**config.mk**
```make
export PLATFORM = sky130hd
export DESIGN_NAME = smps_mode_ctrl
export DESIGN_NICKNAME = d
export VERILOG_FILES = /design/src/logic/smps_pt_pkg.sv /design/src/logic/timer_if.sv /design/src/logic/seq_timer.sv /design/src/logic/smps_mode_ctrl.sv
export SDC_FILE = /design/constraint.sdc
export NUM_CORES = 1
export LEC_CHECK = 0
export BUFFER_PORTS_ARGS = -buffer_cell sky130_fd_sc_hd__clkbuf_2
export CAP_MARGIN = 20
export CORE_MARGIN = 10
export CORE_UTILIZATION = 33
export DETAILED_ROUTE_END_ITERATION = 10
export MAX_ROUTING_LAYER = met4
export SLEW_MARGIN = 0
export SYNTH_ARGS = -nofsm -noshare
export SYNTH_HDL_FRONTEND = slang
export SYNTH_SLANG_ARGS = --single-unit
export TNS_END_PERCENT = 1
```
**constraint.sdc**
```tcl
create_clock -name clk -period 3.2 [get_ports clk]
set_input_delay 0.32 -clock clk [delete_from_list [all_inputs] [get_ports clk]]
set_output_delay 0.32 -clock clk [all_outputs]
set_load 0.01 [all_outputs]
```
**src/logic/smps_pt_pkg.sv**
```systemverilog
// Constants, state codes and register map of the converter mode controller.
// Assumes a 200 MHz system clock; all times are converted to cycles here.
package smps_pt_pkg;

	// ==========================================================
	// Clock and timing
	localparam int unsigned CLK_PERIOD_PS = 5000;
	localparam int unsigned MIN_ACTIVE_TIME_US = 100;
	localparam int unsigned TRANSITION_TIME_US = 50;
	localparam int unsigned SOFT_STEP_TIME_NS = 1000;
	localparam int unsigned FILL_GAP_TIME_NS = 2000;
	localparam int unsigned FILL_WIDTH_TIME_NS = 50;
	localparam int unsigned MIN_ACTIVE_CYCLES =
		(MIN_ACTIVE_TIME_US * 1000000 + CLK_PERIOD_PS - 1) / CLK_PERIOD_PS;
	localparam int unsigned TRANSITION_CYCLES =
		(TRANSITION_TIME_US * 1000000 + CLK_PERIOD_PS - 1) / CLK_PERIOD_PS;
	localparam int unsigned SOFT_STEP_CYCLES =
		(SOFT_STEP_TIME_NS * 1000 + CLK_PERIOD_PS - 1) / CLK_PERIOD_PS;
	localparam logic [8:0] FILL_GAP_CYCLES = 9'(
		(FILL_GAP_TIME_NS * 1000 + CLK_PERIOD_PS - 1) / CLK_PERIOD_PS);
	localparam logic [3:0] FILL_WIDTH_CYCLES = 4'(
		(FILL_WIDTH_TIME_NS * 1000 + CLK_PERIOD_PS - 1) / CLK_PERIOD_PS);
	localparam logic [3:0] COIL_LIMIT_MAX = 4'hf;
	localparam logic [3:0] COIL_LIMIT_RESET = 4'h0;

	// ==========================================================
	// Register map and fields
	localparam logic [11:0] CTRL_OFFSET = 12'h000;
	localparam logic [11:0] STATUS_OFFSET = 12'h004;
	localparam logic [1:0] MODE_RESET = 2'h0;
	localparam logic [1:0] MODE_PASSTHROUGH = 2'h3;
	localparam logic [1:0] RESP_OKAY = 2'h0;
	localparam logic [1:0] RESP_SLVERR = 2'h2;

	// ==========================================================
	// Indicator pin positions within the raw input vector
	localparam int IDX_POR = 0;
	localparam int IDX_UV = 1;
	localparam int IDX_OV = 2;
	localparam int IDX_OTW = 3;
	localparam int IDX_OC = 4;
	localparam int IDX_FULL = 5;
	localparam int IDX_BOOT = 6;
	localparam int IDX_BELOW = 7;

	typedef enum logic [4:0] {
		ST_START = 5'h01,
		ST_SWITCH = 5'h02,
		ST_ENTER = 5'h04,
		ST_PASS = 5'h08,
		ST_LEAVE = 5'h10
	} ctrl_state_e;

endpackage

```
**src/logic/timer_if.sv**
```systemverilog
// Load/expiry handshake between the mode controller and a sequence timer.
// Assumes both ends sit on the same clock.
`timescale 1ns/1ps
interface timer_if;
	logic load;
	logic done;
	modport ctrl (output load, input done);
	modport tmr (input load, output done);
endinterface

```
**src/logic/seq_timer.sv**
```systemverilog
// One-shot down-counting timer used for the minimum-active and transition times.
// Assumes load is a one-cycle strobe from logic on the same clock.
`timescale 1ns/1ps
module seq_timer
	import smps_pt_pkg::*;
#(
	parameter int unsigned CYCLES = 16,
	parameter int unsigned WIDTH = 24
)(
	input wire logic clk,
	input wire logic rstn,
	timer_if.tmr tif
);
	typedef struct packed {
		logic [WIDTH-1:0] count;
		logic done;
	} tmr_state_s;

	tmr_state_s s;
	tmr_state_s next_s;

	always_comb
	begin
		next_s = s;
		if (tif.load)
		begin
			next_s.count = WIDTH'(CYCLES - 1);
			next_s.done = 1'b0;
		end
		else if (!s.done)
		begin
			if (s.count == '0)
				next_s.done = 1'b1;
			else
				next_s.count = s.count - WIDTH'(1);
		end
	end

	// Expired after reset so a fresh start is not held back
	always_ff @(posedge clk or negedge rstn)
	begin
		if (!rstn)
			s <= '{count: '0, done: 1'b1};
		else
			s <= next_s;
	end

	assign tif.done = s.done;
endmodule // seq_timer

```
**src/logic/smps_mode_ctrl.sv**
```systemverilog
// Mode controller of the buck/boost supply: start-up, pass-through entry and exit.
// Assumes analog indicator pins are asynchronous and an AXI4-Lite master on clk.
`timescale 1ns/1ps
// Summary of operation
// - Start switching once input exceeds power-on level, no output voltage needed.
// - Coil current limit ramps up slowly during start-up.
// - In pass-through both high switches stay closed.
// - Enter pass-through only with mode 11, no over/undervoltage, no overtemperature; overcurrent is not checked.
// - Leave pass-through on undervoltage, overvoltage, overtemperature or overcurrent.
// - Minimum-active timer starts when switching resumes; return waits for it.
// - After timer expiry retry pass-through if mode 11 and voltage is fine.
// - Overcurrent after an attempt reactivates switching after the transition time.
// - Returning to switching keeps the output above its setting.
// - Entry ramps duty gradually; at full duty only filler pulses remain.
// - After transition time, analog switching modules off, overcurrent detect on.
// - In pass-through the controller stays active, pulsing and monitoring.
// - On exit analog restarts with switching suspended until output below target.
// - Bootstrap charge only when bootstrap voltage low, at reduced rate.
module smps_mode_ctrl
	import smps_pt_pkg::*;
#(
	parameter int unsigned MIN_ACTIVE_CNT = MIN_ACTIVE_CYCLES,
	parameter int unsigned TRANSITION_CNT = TRANSITION_CYCLES
)(
	input wire logic clk,
	input wire logic rstn,
	input wire logic [7:0] indicatorPins,
	output logic inputHighSwitch,
	output logic outputHighSwitch,
	output logic switchEnable,
	output logic dutyRamp,
	output logic fillerPulse,
	output logic analogEnable,
	output logic ocDetectEnable,
	output logic [3:0] coilLimit,
	output logic [4:0] ctrlState,
	input wire logic [31:0] s_axi_awaddr,
	input wire logic s_axi_awvalid,
	output logic s_axi_awready,
	input wire logic [31:0] s_axi_wdata,
	input wire logic [3:0] s_axi_wstrb,
	input wire logic s_axi_wvalid,
	output logic s_axi_wready,
	output logic [1:0] s_axi_bresp,
	output logic s_axi_bvalid,
	input wire logic s_axi_bready,
	input wire logic [31:0] s_axi_araddr,
	input wire logic s_axi_arvalid,
	output logic s_axi_arready,
	output logic [31:0] s_axi_rdata,
	output logic [1:0] s_axi_rresp,
	output logic s_axi_rvalid,
	input wire logic s_axi_rready
);
	typedef struct packed {
		ctrl_state_e state;
		logic [7:0] syncA;
		logic [7:0] syncB;
		logic [1:0] modeSel;
		logic [3:0] coilLimit;
		logic [7:0] rampCnt;
		logic fullSeen;
		logic [8:0] fillGap;
		logic [3:0] fillWidth;
		logic inHigh;
		logic outHigh;
		logic swEn;
		logic ramp;
		logic filler;
		logic analogEn;
		logic ocDetEn;
		logic awready;
		logic awHeld;
		logic [11:0] awAddr;
		logic wready;
		logic wHeld;
		logic [1:0] wData;
		logic wStrb0;
		logic bvalid;
		logic [1:0] bresp;
		logic arready;
		logic rvalid;
		logic [31:0] rdata;
		logic [1:0] rresp;
	} ctrl_s;

	ctrl_s s;
	ctrl_s next_s;
	logic loadMin;
	logic loadTrans;
	logic por, uv, ov, otw, oc, full, bootLow, below;
	logic exitCause;
	timer_if minIf ();
	timer_if transIf ();

	function automatic logic hitReg(input logic [11:0] addr, input logic [11:0] offset);
		hitReg = ({addr[11:2], 2'h0} == offset);
	endfunction

	// ==========================================================
	// Timers
	seq_timer #(.CYCLES(MIN_ACTIVE_CNT), .WIDTH(24)) minTimer (
		.clk(clk),
		.rstn(rstn),
		.tif(minIf.tmr)
	);
	seq_timer #(.CYCLES(TRANSITION_CNT), .WIDTH(24)) transTimer (
		.clk(clk),
		.rstn(rstn),
		.tif(transIf.tmr)
	);
	assign minIf.load = loadMin;
	assign transIf.load = loadTrans;

	assign por = s.syncB[IDX_POR];
	assign uv = s.syncB[IDX_UV];
	assign ov = s.syncB[IDX_OV];
	assign otw = s.syncB[IDX_OTW];
	assign oc = s.syncB[IDX_OC];
	assign full = s.syncB[IDX_FULL];
	assign bootLow = s.syncB[IDX_BOOT];
	assign below = s.syncB[IDX_BELOW];
	assign exitCause = uv || ov || otw;

	// ==========================================================
	// Next state
	always_comb
	begin
		next_s = s;
		loadMin = 1'b0;
		loadTrans = 1'b0;
		next_s.syncA = indicatorPins;
		next_s.syncB = s.syncA;
		if (!por)
		begin
			next_s.state = ST_START;
			next_s.coilLimit = COIL_LIMIT_RESET;
			next_s.rampCnt = '0;
		end
		else
		begin
			unique case (s.state)
				ST_START:
				begin
					// Slow limit steps avoid inrush and overshoot
					if (s.rampCnt == 8'(SOFT_STEP_CYCLES - 1))
					begin
						next_s.rampCnt = '0;
						if (s.coilLimit == COIL_LIMIT_MAX)
						begin
							next_s.state = ST_SWITCH;
							loadMin = 1'b1;
						end
						else
							next_s.coilLimit = s.coilLimit + 4'h1;
					end
					else
						next_s.rampCnt = s.rampCnt + 8'h1;
				end
				ST_SWITCH:
				begin
					// Overcurrent cannot be seen while switching, so only voltage and temperature gate
					if (minIf.done && s.modeSel == MODE_PASSTHROUGH && !uv && !ov && !otw)
					begin
						next_s.state = ST_ENTER;
						next_s.fullSeen = 1'b0;
						loadTrans = 1'b1;
					end
				end
				ST_ENTER:
				begin
					if (full)
						next_s.fullSeen = 1'b1;
					if (exitCause || s.modeSel != MODE_PASSTHROUGH)
						next_s.state = ST_LEAVE;
					else if (transIf.done)
						next_s.state = ST_PASS;
				end
				ST_PASS:
				begin
					if (exitCause || oc || s.modeSel != MODE_PASSTHROUGH)
						next_s.state = ST_LEAVE;
				end
				ST_LEAVE:
				begin
					// Output still high from the input; wait for it to sink
					if (below)
					begin
						next_s.state = ST_SWITCH;
						loadMin = 1'b1;
					end
				end
			endcase
		end

		// Bootstrap filler pulses once switching has stopped
		if (next_s.state == ST_PASS || (next_s.state == ST_ENTER && next_s.fullSeen))
		begin
			if (s.fillGap != '0)
				next_s.fillGap = s.fillGap - 9'h1;
			if (s.fillWidth != '0)
				next_s.fillWidth = s.fillWidth - 4'h1;
			else if (s.fillGap == '0 && bootLow)
			begin
				next_s.fillWidth = FILL_WIDTH_CYCLES;
				next_s.fillGap = FILL_GAP_CYCLES;
			end
		end
		else
		begin
			next_s.fillGap = '0;
			next_s.fillWidth = '0;
		end

		// No switching until the input has passed the power-on level
		next_s.swEn = (next_s.state == ST_START && por) || (next_s.state == ST_SWITCH)
			|| (next_s.state == ST_ENTER && !next_s.fullSeen);
		next_s.ramp = (next_s.state == ST_ENTER);
		next_s.inHigh = (next_s.state == ST_PASS)
			|| (next_s.state == ST_ENTER && next_s.fullSeen);
		next_s.outHigh = next_s.inHigh;
		next_s.filler = (next_s.fillWidth != '0);
		next_s.analogEn = (next_s.state != ST_PASS);
		next_s.ocDetEn = (next_s.state == ST_PASS);

		// ==========================================================
		// AXI4-Lite write channel
		if (s.bvalid && s_axi_bready)
			next_s.bvalid = 1'b0;
		if (s_axi_awvalid && s.awready)
		begin
			next_s.awHeld = 1'b1;
			next_s.awAddr = s_axi_awaddr[11:0];
		end
		if (s_axi_wvalid && s.wready)
		begin
			next_s.wHeld = 1'b1;
			next_s.wData = s_axi_wdata[1:0];
			next_s.wStrb0 = s_axi_wstrb[0];
		end
		if (next_s.awHeld && next_s.wHeld && !next_s.bvalid)
		begin
			next_s.awHeld = 1'b0;
			next_s.wHeld = 1'b0;
			next_s.bvalid = 1'b1;
			if (hitReg(next_s.awAddr, CTRL_OFFSET))
			begin
				next_s.bresp = RESP_OKAY;
				if (next_s.wStrb0)
					next_s.modeSel = next_s.wData;
			end
			else if (hitReg(next_s.awAddr, STATUS_OFFSET))
				next_s.bresp = RESP_OKAY;
			else
				next_s.bresp = RESP_SLVERR;
		end
		next_s.awready = !next_s.awHeld && !next_s.bvalid;
		next_s.wready = !next_s.wHeld && !next_s.bvalid;

		// AXI4-Lite read channel
		if (s.rvalid && s_axi_rready)
			next_s.rvalid = 1'b0;
		if (s_axi_arvalid && s.arready)
		begin
			next_s.rvalid = 1'b1;
			next_s.rresp = RESP_OKAY;
			if (hitReg(s_axi_araddr[11:0], CTRL_OFFSET))
				next_s.rdata = {30'h0, s.modeSel};
			else if (hitReg(s_axi_araddr[11:0], STATUS_OFFSET))
				next_s.rdata = {15'h0, s.fullSeen, s.syncB, 3'h0, s.state};
			else
			begin
				next_s.rdata = 32'h0;
				next_s.rresp = RESP_SLVERR;
			end
		end
		next_s.arready = !next_s.rvalid;
	end

	always_ff @(posedge clk or negedge rstn)
	begin
		if (!rstn)
		begin
			s <= '0;
			s.state <= ST_START;
			s.modeSel <= MODE_RESET;
			s.coilLimit <= COIL_LIMIT_RESET;
			s.analogEn <= 1'b1;
		end
		else
			s <= next_s;
	end

	// ==========================================================
	// Outputs
	assign inputHighSwitch = s.inHigh;
	assign outputHighSwitch = s.outHigh;
	assign switchEnable = s.swEn;
	assign dutyRamp = s.ramp;
	assign fillerPulse = s.filler;
	assign analogEnable = s.analogEn;
	assign ocDetectEnable = s.ocDetEn;
	assign coilLimit = s.coilLimit;
	assign ctrlState = s.state;
	assign s_axi_awready = s.awready;
	assign s_axi_wready = s.wready;
	assign s_axi_bresp = s.bresp;
	assign s_axi_bvalid = s.bvalid;
	assign s_axi_arready = s.arready;
	assign s_axi_rdata = s.rdata;
	assign s_axi_rresp = s.rresp;
	assign s_axi_rvalid = s.rvalid;

	// ==========================================================
	// Checks
	logic [31:0] swCnt;
	logic [31:0] enterCnt;
	always_ff @(posedge clk or negedge rstn)
	begin
		if (!rstn)
		begin
			swCnt <= 32'h0;
			enterCnt <= 32'h0;
		end
		else
		begin
			swCnt <= (s.state == ST_SWITCH) ? swCnt + 32'h1 : 32'h0;
			enterCnt <= (s.state == ST_ENTER) ? enterCnt + 32'h1 : 32'h0;
		end
	end

	a_start_switching: assert property (@(posedge clk) disable iff (!rstn)
		s.state == ST_START && $past(por) && por |-> s.swEn && !s.ocDetEn)
		else $error("switching off during start-up");
	a_idle_without_power: assert property (@(posedge clk) disable iff (!rstn)
		!$past(por) |-> !s.swEn && !s.inHigh && !s.outHigh)
		else $error("power stage driven below power-on level");
	a_coil_ramp: assert property (@(posedge clk) disable iff (!rstn)
		s.state == ST_START && $past(s.state) == ST_START |-> s.coilLimit == $past(s.coilLimit)
		|| s.coilLimit == $past(s.coilLimit) + 4'h1 || s.coilLimit == COIL_LIMIT_RESET)
		else $error("coil limit jumped during start-up");
	a_pass_switches: assert property (@(posedge clk) disable iff (!rstn)
		s.state == ST_PASS |-> s.inHigh && s.outHigh && !s.swEn)
		else $error("high switches not closed in pass-through");
	a_enter_gate: assert property (@(posedge clk) disable iff (!rstn)
		s.state == ST_ENTER && $past(s.state) == ST_SWITCH
		|-> $past(s.modeSel) == MODE_PASSTHROUGH && !$past(uv) && !$past(ov))
		else $error("pass-through entered without permission");
	a_pass_exit: assert property (@(posedge clk) disable iff (!rstn)
		s.state == ST_PASS && por && (uv || ov || otw || oc) |=> s.state == ST_LEAVE)
		else $error("pass-through kept despite exit cause");
	a_min_active: assert property (@(posedge clk) disable iff (!rstn)
		s.state == ST_ENTER && $past(s.state) == ST_SWITCH |-> $past(swCnt) >= MIN_ACTIVE_CNT)
		else $error("pass-through retried before minimum-active time");
	a_trans_time: assert property (@(posedge clk) disable iff (!rstn)
		s.state == ST_PASS && $past(s.state) == ST_ENTER
		|-> $past(enterCnt) >= TRANSITION_CNT && !s.analogEn && s.ocDetEn)
		else $error("pass-through reached before transition time");
	a_full_duty: assert property (@(posedge clk) disable iff (!rstn)
		s.state == ST_ENTER && s.fullSeen |-> !s.swEn && s.ramp)
		else $error("switching continued at full duty");
	a_leave_hold: assert property (@(posedge clk) disable iff (!rstn)
		s.state == ST_LEAVE && por && !below |=> s.state == ST_LEAVE && s.analogEn && !s.swEn)
		else $error("switching resumed before output fell");
	a_filler_cause: assert property (@(posedge clk) disable iff (!rstn)
		$rose(s.filler) |-> $past(bootLow) && s.inHigh)
		else $error("filler pulse without low bootstrap");

	c_pass_reached: cover property (@(posedge clk) disable iff (!rstn)
		s.state == ST_ENTER ##1 s.state == ST_PASS);
	c_oc_cycle: cover property (@(posedge clk) disable iff (!rstn)
		s.state == ST_PASS && oc ##1 s.state == ST_LEAVE);
	c_leave_resume: cover property (@(posedge clk) disable iff (!rstn)
		s.state == ST_LEAVE ##1 s.state == ST_SWITCH);
endmodule // smps_mode_ctrl

```
# Word-level counts from Yosys, hierarchy flattened
# Cells that the tools add are included.
[totals]
input_bits = 115
ff_bits = 163
[classes]
reduce_logical = 46
muxes = 53
n_eq_ne = 23
add_sub_neg = 6
[ops]
columns = ["cell", "n"]
rows = [
  ["$mux 25", 4],
  ["$logic_not 24->1", 2],
  ["$mux 24", 2],
  ["$sub 24x1->24 const B", 2],
  ["$mux 5", 8],
  ["$mux 13", 3],
  ["$mux 35", 1],
  ["$mux 32", 1],
  ["$pmux 5 s5", 1],
  ["$mux 12", 2],
  ["$eq 10x1->1 const B", 2],
  ["$logic_not 10->1", 2],
  ["$mux 9", 2],
  ["$logic_and 1x1->1", 17],
  ["$mux 17", 1],
  ["$mux 1", 16],
  ["$mux 4", 4],
  ["$ne 2x2->1 const B", 6],
  ["$eq 5x1->1 const B", 2],
  ["$eq 5x2->1 const B", 2],
  ["$eq 5x3->1 const B", 2],
  ["$eq 5x4->1 const B", 2],
  ["$logic_not 1->1", 9],
  ["$logic_not 9->1", 1],
  ["19 further kinds", 34],
]

# Logic depth before layout (Yosys ltp)
# Gate-level depths: netlist of run 1.
[depth]
depth_word = 13
depth_mapped = 9

# By module
# A second synthesis of run 1 with hierarchy kept.
[hier_totals]
cells_unflattened = 689
area_unflattened_um2 = 7282.0
[by_module_without_submodules]
columns = ["mod", "area_per_inst_um2", "cells_per_inst", "n_inst", "seq_area_each_um2"]
rows = [
  ["smps_mode_ctrl", 4500.6, 405, 1, 2279.7],
  ["seq_timer at minTimer", 1401.3, 147, 1, 626.9],
  ["seq_timer at transTimer", 1380.1, 137, 1, 626.9],
]

# Least setup slack after synthesis of run 1
# Ideal clock, no wire load.
[synth_timing]
path_kind = "reg-to-reg"
start = "register transTimer.s[6] (netlist bit)"
end = "register transTimer.s[23] (netlist bit)"
arrival_time_ns = 2.330
setup_ns = 0.078
stages_incl_launch_ff = 7
slack_ns = 0.793
path_buffers = 0
synth_period_minus_slack_ns = 2.407
cell_sequence = "dfrtp_1 or4_4 or4_4 nor3_4 nand3_1 or4b_1 a21oi_1"
[synth_via]
elab_chain_cells = 4
elab_cells_between_ends = 7
cone_classes = "add/sub: 1; eq/ne: 1; mux: 3; reduce/logical: 2"
[synth_rtl]
columns = ["element", "line_no", "rtl"]
rows = [
  ["from (decl)", "seq_timer.sv:19", "tmr_state_s s;"],
  ["from (signal assigned)", "seq_timer.sv:43", "s <= '{count: '0, done: 1'b1};"],
  ["from (signal assigned)", "seq_timer.sv:45", "s <= next_s;"],
  ["$sub 24x1->24", "seq_timer.sv:35", "next_s.count = s.count - WIDTH'(1);"],
  ["$mux 24", "seq_timer.sv:32", "if (s.count == '0)"],
  ["$mux 25", "seq_timer.sv:30", "else if (!s.done)"],
  ["$mux 25", "seq_timer.sv:25", "if (tif.load)"],
]
# Several ways; a longest one is shown, not always the timed one. The select of a mux whose other input is x is not followed.
# A chain may end at the register's enable or synchronous reset.

==> results.md, run 1 <==
* Fin Clk Skew at 0.0194 ns
* First-pass DRT Iterations at 5
* Die width at 165 µm
* Setup TNS at 0 ns
* Syn Std Cell Area at 6980 µm²
* Post-CTS Hold Fix Bufs at 9
* Via density at 4.83
* Simple-gate share of the synthesized area at 0.216
* Critical path type: flip-flop to flip-flop
* Lkg Pwr at 0.00392 µW
* Multi-input logic area at 3000 µm²
* Via count at 5,056
* Final WS setup at 0.421 ns
* Part of the power in registers at 0.464
* Number of global-route vias before repair at 5,029
* Final Max Tran Viols at 0
* Sw Share at 0.254
* Most used flip-flop cell after synthesis: dfrtp_1
* Largest family of logic cells by synthesized area: simple AND/OR/NAND/NOR gates
* Comb power frac at 0.086
* Fin crit share at 0.868
* Maxcap violations at 0
* Drt initial violations at 239
* Post-synthesis adder-cell area fraction at 0.0107
* Post-route antenna net violation count at 0
* Setup crit end kind: flip-flop
* Worst reg2reg path endpoint: s[69]
* FF-to-FF path depth at 7
* Resized Gates After CTS at 0
* Sequential area share after synthesis at 0.506
* # rows at 53
* Switch Pwr at 1090 µW
* Post-Layout Inst Area at 8160 µm²
* RR Startpoint: s[79]
* Die area at 27,400 µm²
* Maximum root-to-sink buffer count at 2
* Place WS at 0.397 ns
* Max VDD drop at 0.345 mV
* Final number of setup-violating endpoints at 0
* Synthesis-to-layout area growth at 16.9%
* Most frequent cells in the layout: dfrtp_1 (137), nor2_1 (76), clkbuf_2 (73)
* Nets@finish at 879
* Total GRT Usage at 0.119
* Ys async rst share at 1.00
* Setup slack, reg-to-reg at 0.42 ns
* Clock Latency Late Sink at 0.43 ns
* Number of setup buffers added after CTS at 0
* DRC viols at 0
* Critical path data arrival time at 3.06 ns
* Pwr/cell area at 525 nW/µm²
* Top-level port count at 172
* Worst slew pin tran at 0.743 ns
* Hold_sp: s_axi_rready
* Core area at 21,000 µm²
* Slew headroom at 0.505
* Hold Fails Final Rpt at 0
* Clk slew on worst S/H paths at 0.06 ns
* Clock sink total at 141
* Min Clock Period, post-route at 2.78 ns
* Starting Density at 0.333
* Hold depth at 2
* Drt total wl at 15,300 µm
* First-pass GRT wire length at 25,500 µm
* Most common cell after layout, fill and taps aside: dfrtp_1
* Port Buf Inserts at 74
* FF+latch area at 3530 µm²
* Fillcell total at 2,122
* Syn Area/Cell at 10.2 µm²
* Compound-Gate Fraction of Synth Area at 0.0971
* Post-route core utilization at 0.390
* EDFF count, synth at 0
* Number of synthesized register bits at 141
* Netlist cell types at 65
* Initial antenna violation count at 0
* Status: finished clean
* Total gr overflow at 0
* Crit Path Max Fanout at 17
* Root Driver: clkbuf_16
* Critical path data required time at 3.48 ns
* WL per Instance at 14.7 µm
* Detailed placement HPWL at 11,000 µm
* GPL Wtd Cong at 0.809
* Critical path startpoint category: flip-flop
* Clock power share at 0.449
* DP Area at 7500 µm²
* H-tree levels at 4
* Post-synthesis mux area share at 0.0376
* Hold_ws at 0.134 ns
* Syn Inst Count at 684
* Min-Delay Path Class: primary input to flip-flop
* Inserted Diodes at 0
* P_int at 3200 µW
* XOR/XNOR share of the synthesized area at 0.0577
* Fmax at 360 MHz
* Layout cells sized above 1 at 0.217
* Yosys warnings at 0
* DIE HEIGHT at 165 µm
* RSZ-0062 raised after global routing: false
* Cts bufs inserted at 17
* CTS tree: done
* Pin count of the biggest net entering global routing at 83
* Hold Crit Endpoint: s_axi_rvalid
## final cells by class
type,count,share of cell area
repair buffers,104,0.0765
flip-flops and latches,141,0.433
well taps,275,0.0421
clock buffers,17,0.0521
multi-input cells,472,0.368
clock inverters,15,0.0185
inverters,22,0.0101
## worst max path at each step
stage                     slack (ns)  depth (start not counted)               end       startpoint
after floorplan                 0.79                          6  transTimer.s[23]  transTimer.s[6]
after global placement          0.42                          7      analogEnable            s[79]
after detailed placement        0.40                          7             s[69]            s[79]
after CTS                       0.38                          7             s[69]            s[79]
after global routing            0.05                          7             s[70]            s[79]
final                           0.42                          7             s[69]            s[79]
## metal layers
| layer | vias up | routed length, µm | track usage |
|---|---|---|---|
| li1 | 2522 | - | - |
| met1 | 2445 | 7350 | 0.153 |
| met2 | 81 | 6980 | 0.176 |
| met3 | 8 | 920 | 0.0357 |
| met4 | 0 | 80 | 0.0351 |
| met5 | - | 0 | - |
## power groups by stage
stage,combinational (µW),sequential [µW],clock (µW)
CTS,381,1990,2000
detailed placement,371,2030,0
finish,370,1990,1930
global route,421,2010,2070
global placement,365,2020,0
floorplan,248,2020,0
## flip-flops by register name, summed over array words and instances (netlist names), 4 cells and up
register,cells
coilLimit,4
ctrlState,5
minTimer.s,24
next_s,8
s,40
s_axi_rdata,14
transTimer.s,24
## metrics by stage
step	instances	total power, µW
finish	1046	4290
global route	1046	4490
CTS	1046	4370
detailed placement	1005	2400
global placement	1005	2390
floorplan	703	2260
## cells by family after synthesis
logic type | after synthesis
DFF | 141
xor gates and xnor gates | 46
adders and majority gates | 6
AOI/OAI and AO/OA | 99
and+or+nand+nor | 277
buffers and inverters | 90
muxes | 24
other | 1
## Yosys cell counts (8+ instances only)
master	count	area, µm²
nand4_1	15	93.8
nand2_1	39	146
nor2_1	76	285
dfrtp_1	137	3430
clkbuf_1	15	56.3
a211oi_1	13	97.6
or3_1	9	56.3
nor4_1	20	125
nand3_1	21	105
mux2_2	18	203
a22o_1	12	105
xnor2_1	20	175
nor3_1	25	125
o21ai_0	20	100
nand2b_1	8	50.1
xor2_1	26	228
a21oi_1	23	115
inv_1	22	82.6
buf_4	46	345
nor2b_1	8	50.1
## worst max-delay path, cell delays in order, from the launching register on
cell,delay (ns)
dfrtp_1,0.39
ha_1,0.20
nand4_1,0.13
nand3b_1,0.39
a31o_2,0.33
a21oi_1,0.32
nand4_2,0.45
a2111oi_0,0.43
(Power assumes the default switching activity.)
==> run 2: changes to the inputs <==
- CELL_PAD_IN_SITES_DETAIL_PLACEMENT: unset -> 1
- CELL_PAD_IN_SITES_GLOBAL_PLACEMENT: unset -> 1
- CORE_ASPECT_RATIO: unset -> 2
- PLACE_DENSITY_LB_ADDON: unset -> 0.1
==> results.md, run 2 (synthesis results as in run 1) <==
* Fin Clk Skew at 0.0121 ns
* Final non-filler cell total at 1,040
* First-pass DRT Iterations at 4
* Initial antenna violation count at 0
* Final WS setup at 0.329 ns
* Number of setup buffers added after CTS at 0
* Inserted Diodes at 0
* H-tree levels at 4
* Total GRT Usage at 0.147
* Max VDD drop at 0.298 mV
* Largest stage delay, worst path at 0.48 ns
* Top Registers: s x40, minTimer.s x24, transTimer.s x24
* Critical path data required time at 3.49 ns
* Pin count of the biggest net entering global routing at 81
* Post-route antenna net violation count at 0
* Die width at 123 µm
* Final Max Tran Viols at 0
* Total gr overflow at 0
* WL per Instance at 18.0 µm
* RR Startpoint: s[79]
* Maxcap violations at 0
* CTS tree: done
* Placed cell count at 1,000
* Setup crit end kind: flip-flop
* Slew headroom at 0.475
* Min Clock Period, post-route at 2.87 ns
* Critical Path Start: s[79]
* FF-to-FF path depth at 8
* Worst slew pin tran at 0.785 ns
* First-pass GRT wire length at 31,100 µm
* Layout cells sized above 1 at 0.217
* Setup TNS at 0 ns
* Largest register FFs at 40
* RSZ-0062 raised after global routing: false
* Via density at 5.10
* Worst reg2reg path endpoint: s[65]
* Port Buf Inserts at 74
* CP cell instances: ha_1 > nand4_1 > nand3b_1 > a31o_2 > a21oi_1 > buf_4 > nand4_2 > a2111oi_1
* Synthesis-to-layout area growth at 16.9%
* Fin crit share at 0.897
* Cts bufs inserted at 17
* Root Driver: clkbuf_16
* Hold_ws at 0.0326 ns
* Most frequent cells in the layout: dfrtp_1 (137), nor2_1 (76), clkbuf_2 (73)
* Clk slew on worst S/H paths at 0.06 ns
* Critical path startpoint category: flip-flop
* Pwr/cell area at 532 nW/µm²
* Lkg Pwr at 0.00390 µW
* Drt initial violations at 232
* Critical path data arrival time at 3.16 ns
* Nets@finish at 879
* Min-Delay Path Class: primary input to flip-flop
* Final Power at 4340 µW
* Number of global-route vias before repair at 6,008
* Setup slack, reg-to-reg at 0.33 ns
* Critical path type: flip-flop to flip-flop
* Core area at 20,900 µm²
* Detailed placement HPWL at 14,200 µm
* Final number of setup-violating endpoints at 0
* DIE HEIGHT at 226 µm
* Most common cell after layout, fill and taps aside: dfrtp_1
* Starting Density at 0.334
* Crit Path Max Fanout at 17
* # rows at 75
* DRC viols at 0
* Status: finished clean
* Hold Fails Final Rpt at 0
* Biggest register: s
* Top-level port count at 172
* Die area at 27,700 µm²
* Worst setup path endpoint: s[65]
* Via count at 5,309
* Fmax at 348 MHz
* CP max-delay cell: a2111oi_1
* Maximum root-to-sink buffer count at 2
* GPL Wtd Cong at 0.793
* Clock sink total at 141
* Place WS at 0.240 ns
* Clock Latency Late Sink at 0.44 ns
* Drt total wl at 18,700 µm
run 2: cell count changes in the layout (fill, tap and decap cells not counted), sizes merged:
cell	previous run	this run
dlygate4sd3	9	8
clkinvlp	1	4
clkinv	4	5
bufinv	1	2
clkbuf	90	92
inv	31	24
buf	22	23
run 2: metrics by stage:
stage                     utilization  area [µm²]
after global routing            0.390        8160
after detailed placement        0.358        7500
final                           0.390        8160
after global placement          0.358        7500
after CTS                       0.390        8160
after floorplan                     -        7060
run 2: worst min path at each step:
| stage | from | to | slack, ns | cells after the start |
|---|---|---|---|---|
| after floorplan | rstn | below | 0.02 | 0 |
| after global placement | next_s[97] | oc | 0.34 | 0 |
| after detailed placement | next_s[97] | oc | 0.34 | 0 |
| after CTS | indicatorPins[2] | next_s[95] | 0.008 | 1 |
| after global routing | indicatorPins[2] | next_s[95] | 0.02 | 1 |
| final | indicatorPins[2] | next_s[95] | 0.03 | 1 |
run 2: power by group:
| part | leakage, µW | internal [µW] | switching [µW] |
|---|---|---|---|
| Sequential | 0.00186 | 1920 | 72.2 |
| Clock | 0.000276 | 1170 | 797 |
| Combinational | 0.00177 | 174 | 208 |
| Total | 0.00390 | 3270 | 1080 |
run 2: what timing repair did:
item | in CTS | in global routing
resized for setup | 0 | 2
endpoints found under the hold margin | 82 | 0
hold buffers | 8 | 0
setup endpoints to repair | 0 | 2
run 2: cell type report:
cell class	instances	area, µm²
Clock buffer	19	443
Clock inverter	13	140
Fill cell	2416	12800
Inverter	22	82.6
Multi-Input combinational cell	472	3010
Sequential cell	141	3530
Tap cell	269	337
Timing Repair Buffer	104	622
run 2: routing by layer:
metal | track usage | up-vias | part of all wire | routed length (µm)
met5 | - | - | 0 | 0
met4 | 0.0542 | 0 | 0.019 | 352
met3 | 0.0370 | 23 | 0.040 | 749
met2 | 0.279 | 83 | 0.59 | 11100
met1 | 0.136 | 2698 | 0.35 | 6490
li1 | - | 2505 | - | -
run 2: critical path, delay by kind of cell (launching register included):
family                     cells  cell delay (ns)
AOI/OAI and AO/OA              3             0.98
adders and majority gates      1             0.22
buffers and inverters          1             0.16
DFF                            1             0.39
and+or+nand+nor                3             0.97
==> run 3: changes to the inputs <==
- BUFFER_PORTS_ARGS: -buffer_cell sky130_fd_sc_hd__clkbuf_2 -> -buffer_cell sky130_fd_sc_hd__buf_2
==> results.md, run 3 (synthesis results as in run 1) <==
* # rows at 75
* Worst reg2reg path endpoint: s[70]
* Setup TNS at 0 ns
* Via density at 5.11
* Hold Fails Final Rpt at 0
* Number of setup buffers added after CTS at 0
* Initial antenna violation count at 0
* DRC viols at 0
* CTS tree: done
* Number of global-route vias before repair at 6,076
* Pin count of the biggest net entering global routing at 77
* Final number of setup-violating endpoints at 0
* Detailed placement HPWL at 14,200 µm
* Fin Clk Skew at 0.00822 ns
* Hold Crit Endpoint: next_s[94]
* Root Driver: clkbuf_16
* Slew headroom at 0.475
* Total GRT Usage at 0.146
* Drt initial violations at 154
* Most common cell after layout, fill and taps aside: dfrtp_1
* RSZ-0062 raised after global routing: false
* Pwr/cell area at 527 nW/µm²
* Total gr overflow at 0
* Crit Path Max Fanout at 17
* Worst slew pin tran at 0.788 ns
* WL per Instance at 18.2 µm
* Min Clock Period, post-route at 2.81 ns
* Clock Latency Late Sink at 0.43 ns
* Most frequent cells in the layout: dfrtp_1 (137), nor2_1 (76), buf_2 (73)
* Status: finished clean
* GPL Wtd Cong at 0.806
* Largest register FFs at 40
* Inserted Diodes at 0
* FF-to-FF path depth at 7
* Hold_sp: indicatorPins[1]
* First-pass GRT wire length at 31,200 µm
* Max VDD drop at 0.277 mV
* Die area at 27,700 µm²
* Lkg Pwr at 0.00389 µW
* Clock sink total at 141
* First-pass DRT Iterations at 4
* Die width at 123 µm
* Hold depth at 1
* Core area at 20,900 µm²
* Port Buf Inserts at 74
* DIE HEIGHT at 226 µm
* Starting Density at 0.334
* Maxcap violations at 0
* Setup slack, reg-to-reg at 0.39 ns
* Clk slew on worst S/H paths at 0.06 ns
* Biggest register: s
* Cts bufs inserted at 17
* Placed cell count at 1,000
* Drt total wl at 18,900 µm
* Critical path startpoint category: flip-flop
* Critical path data required time at 3.49 ns
* Top Registers: s x40, minTimer.s x24, transTimer.s x24
* Final non-filler cell total at 1,038
* Post-route antenna net violation count at 0
* Top-level port count at 172
* Setup crit end kind: flip-flop
* Maximum root-to-sink buffer count at 2
* Fin crit share at 0.879
* Nets@finish at 877
* Fmax at 355 MHz
* H-tree levels at 4
* Critical path type: flip-flop to flip-flop
* Layout cells sized above 1 at 0.220
* Final Max Tran Viols at 0
* Critical path data arrival time at 3.10 ns
* RR Startpoint: ctrlState[1]
* Synthesis-to-layout area growth at 16.5%
* Fillcell total at 2,388
* Via count at 5,308
* Min-Delay Path Class: primary input to flip-flop
## run 3: worst max path at each step
stage	startpoint	to	slack [ns]	depth (start not counted)
floorplan	transTimer.s[6]	transTimer.s[23]	0.79	6
detailed placement	ctrlState[1]	s[65]	0.26	7
global route	s[79]	s[70]	0.08	8
finish	ctrlState[1]	s[70]	0.39	7
CTS	ctrlState[1]	s[65]	0.25	7
global placement	coilLimit[0]	s[70]	0.48	8
## run 3: per-layer routing
layer	share of wire	track usage	up-vias	wire length, µm
met2	0.59	0.277	77	11100
met5	0	-	-	0
met3	0.035	0.0340	24	654
met1	0.36	0.135	2705	6730
li1	-	-	2502	-
met4	0.021	0.0573	0	401
## run 3: per-stage QoR
step | hold slack, ns | total power, µW | setup slack, ns | utilization | instance area [µm²]
floorplan | 0.0244 | 2260 | 0.793 | - | 7060
global placement | 0.334 | 2390 | 0.481 | 0.358 | 7500
detailed placement | 0.336 | 2420 | 0.257 | 0.358 | 7500
CTS | 0.00213 | 4370 | 0.246 | 0.388 | 8130
global route | 0.00342 | 4490 | 0.0842 | 0.389 | 8130
finish | 0.0174 | 4290 | 0.387 | 0.389 | 8130
## run 3: final cells by class
class / count / area, µm² / share of cell area
tap: 269 / 337 / 0.0414
multi-input combinational: 472 / 3010 / 0.370
timing repair buffer: 102 / 602 / 0.0740
inverter: 22 / 82.6 / 0.0102
sequential: 141 / 3530 / 0.434
clock buffer: 19 / 453 / 0.0557
clock inverter: 13 / 118 / 0.0145
## run 3: timing repair
| action | in CTS | in global routing |
|---|---|---|
| hold buffers | 6 | 0 |
| hold endpoints to repair | 50 | 0 |
| endpoints found under the setup margin | 0 | 1 |
| resized for setup | 0 | 2 |
## run 3: power breakdown
part,total (µW),switching [µW],internal [µW]
clock network,1910,804,1110
registers,2000,72.0,1920
logic,382,208,174
## run 3: worst max-delay path: stages (launching register included)
cell and delay, ns:
dfrtp_1 0.53, or3_1 0.47, a21oi_1 0.21, nand2_1 0.11, o32ai_1 0.28, buf_4 0.19
nand4_2 0.40, a2111oi_0 0.47
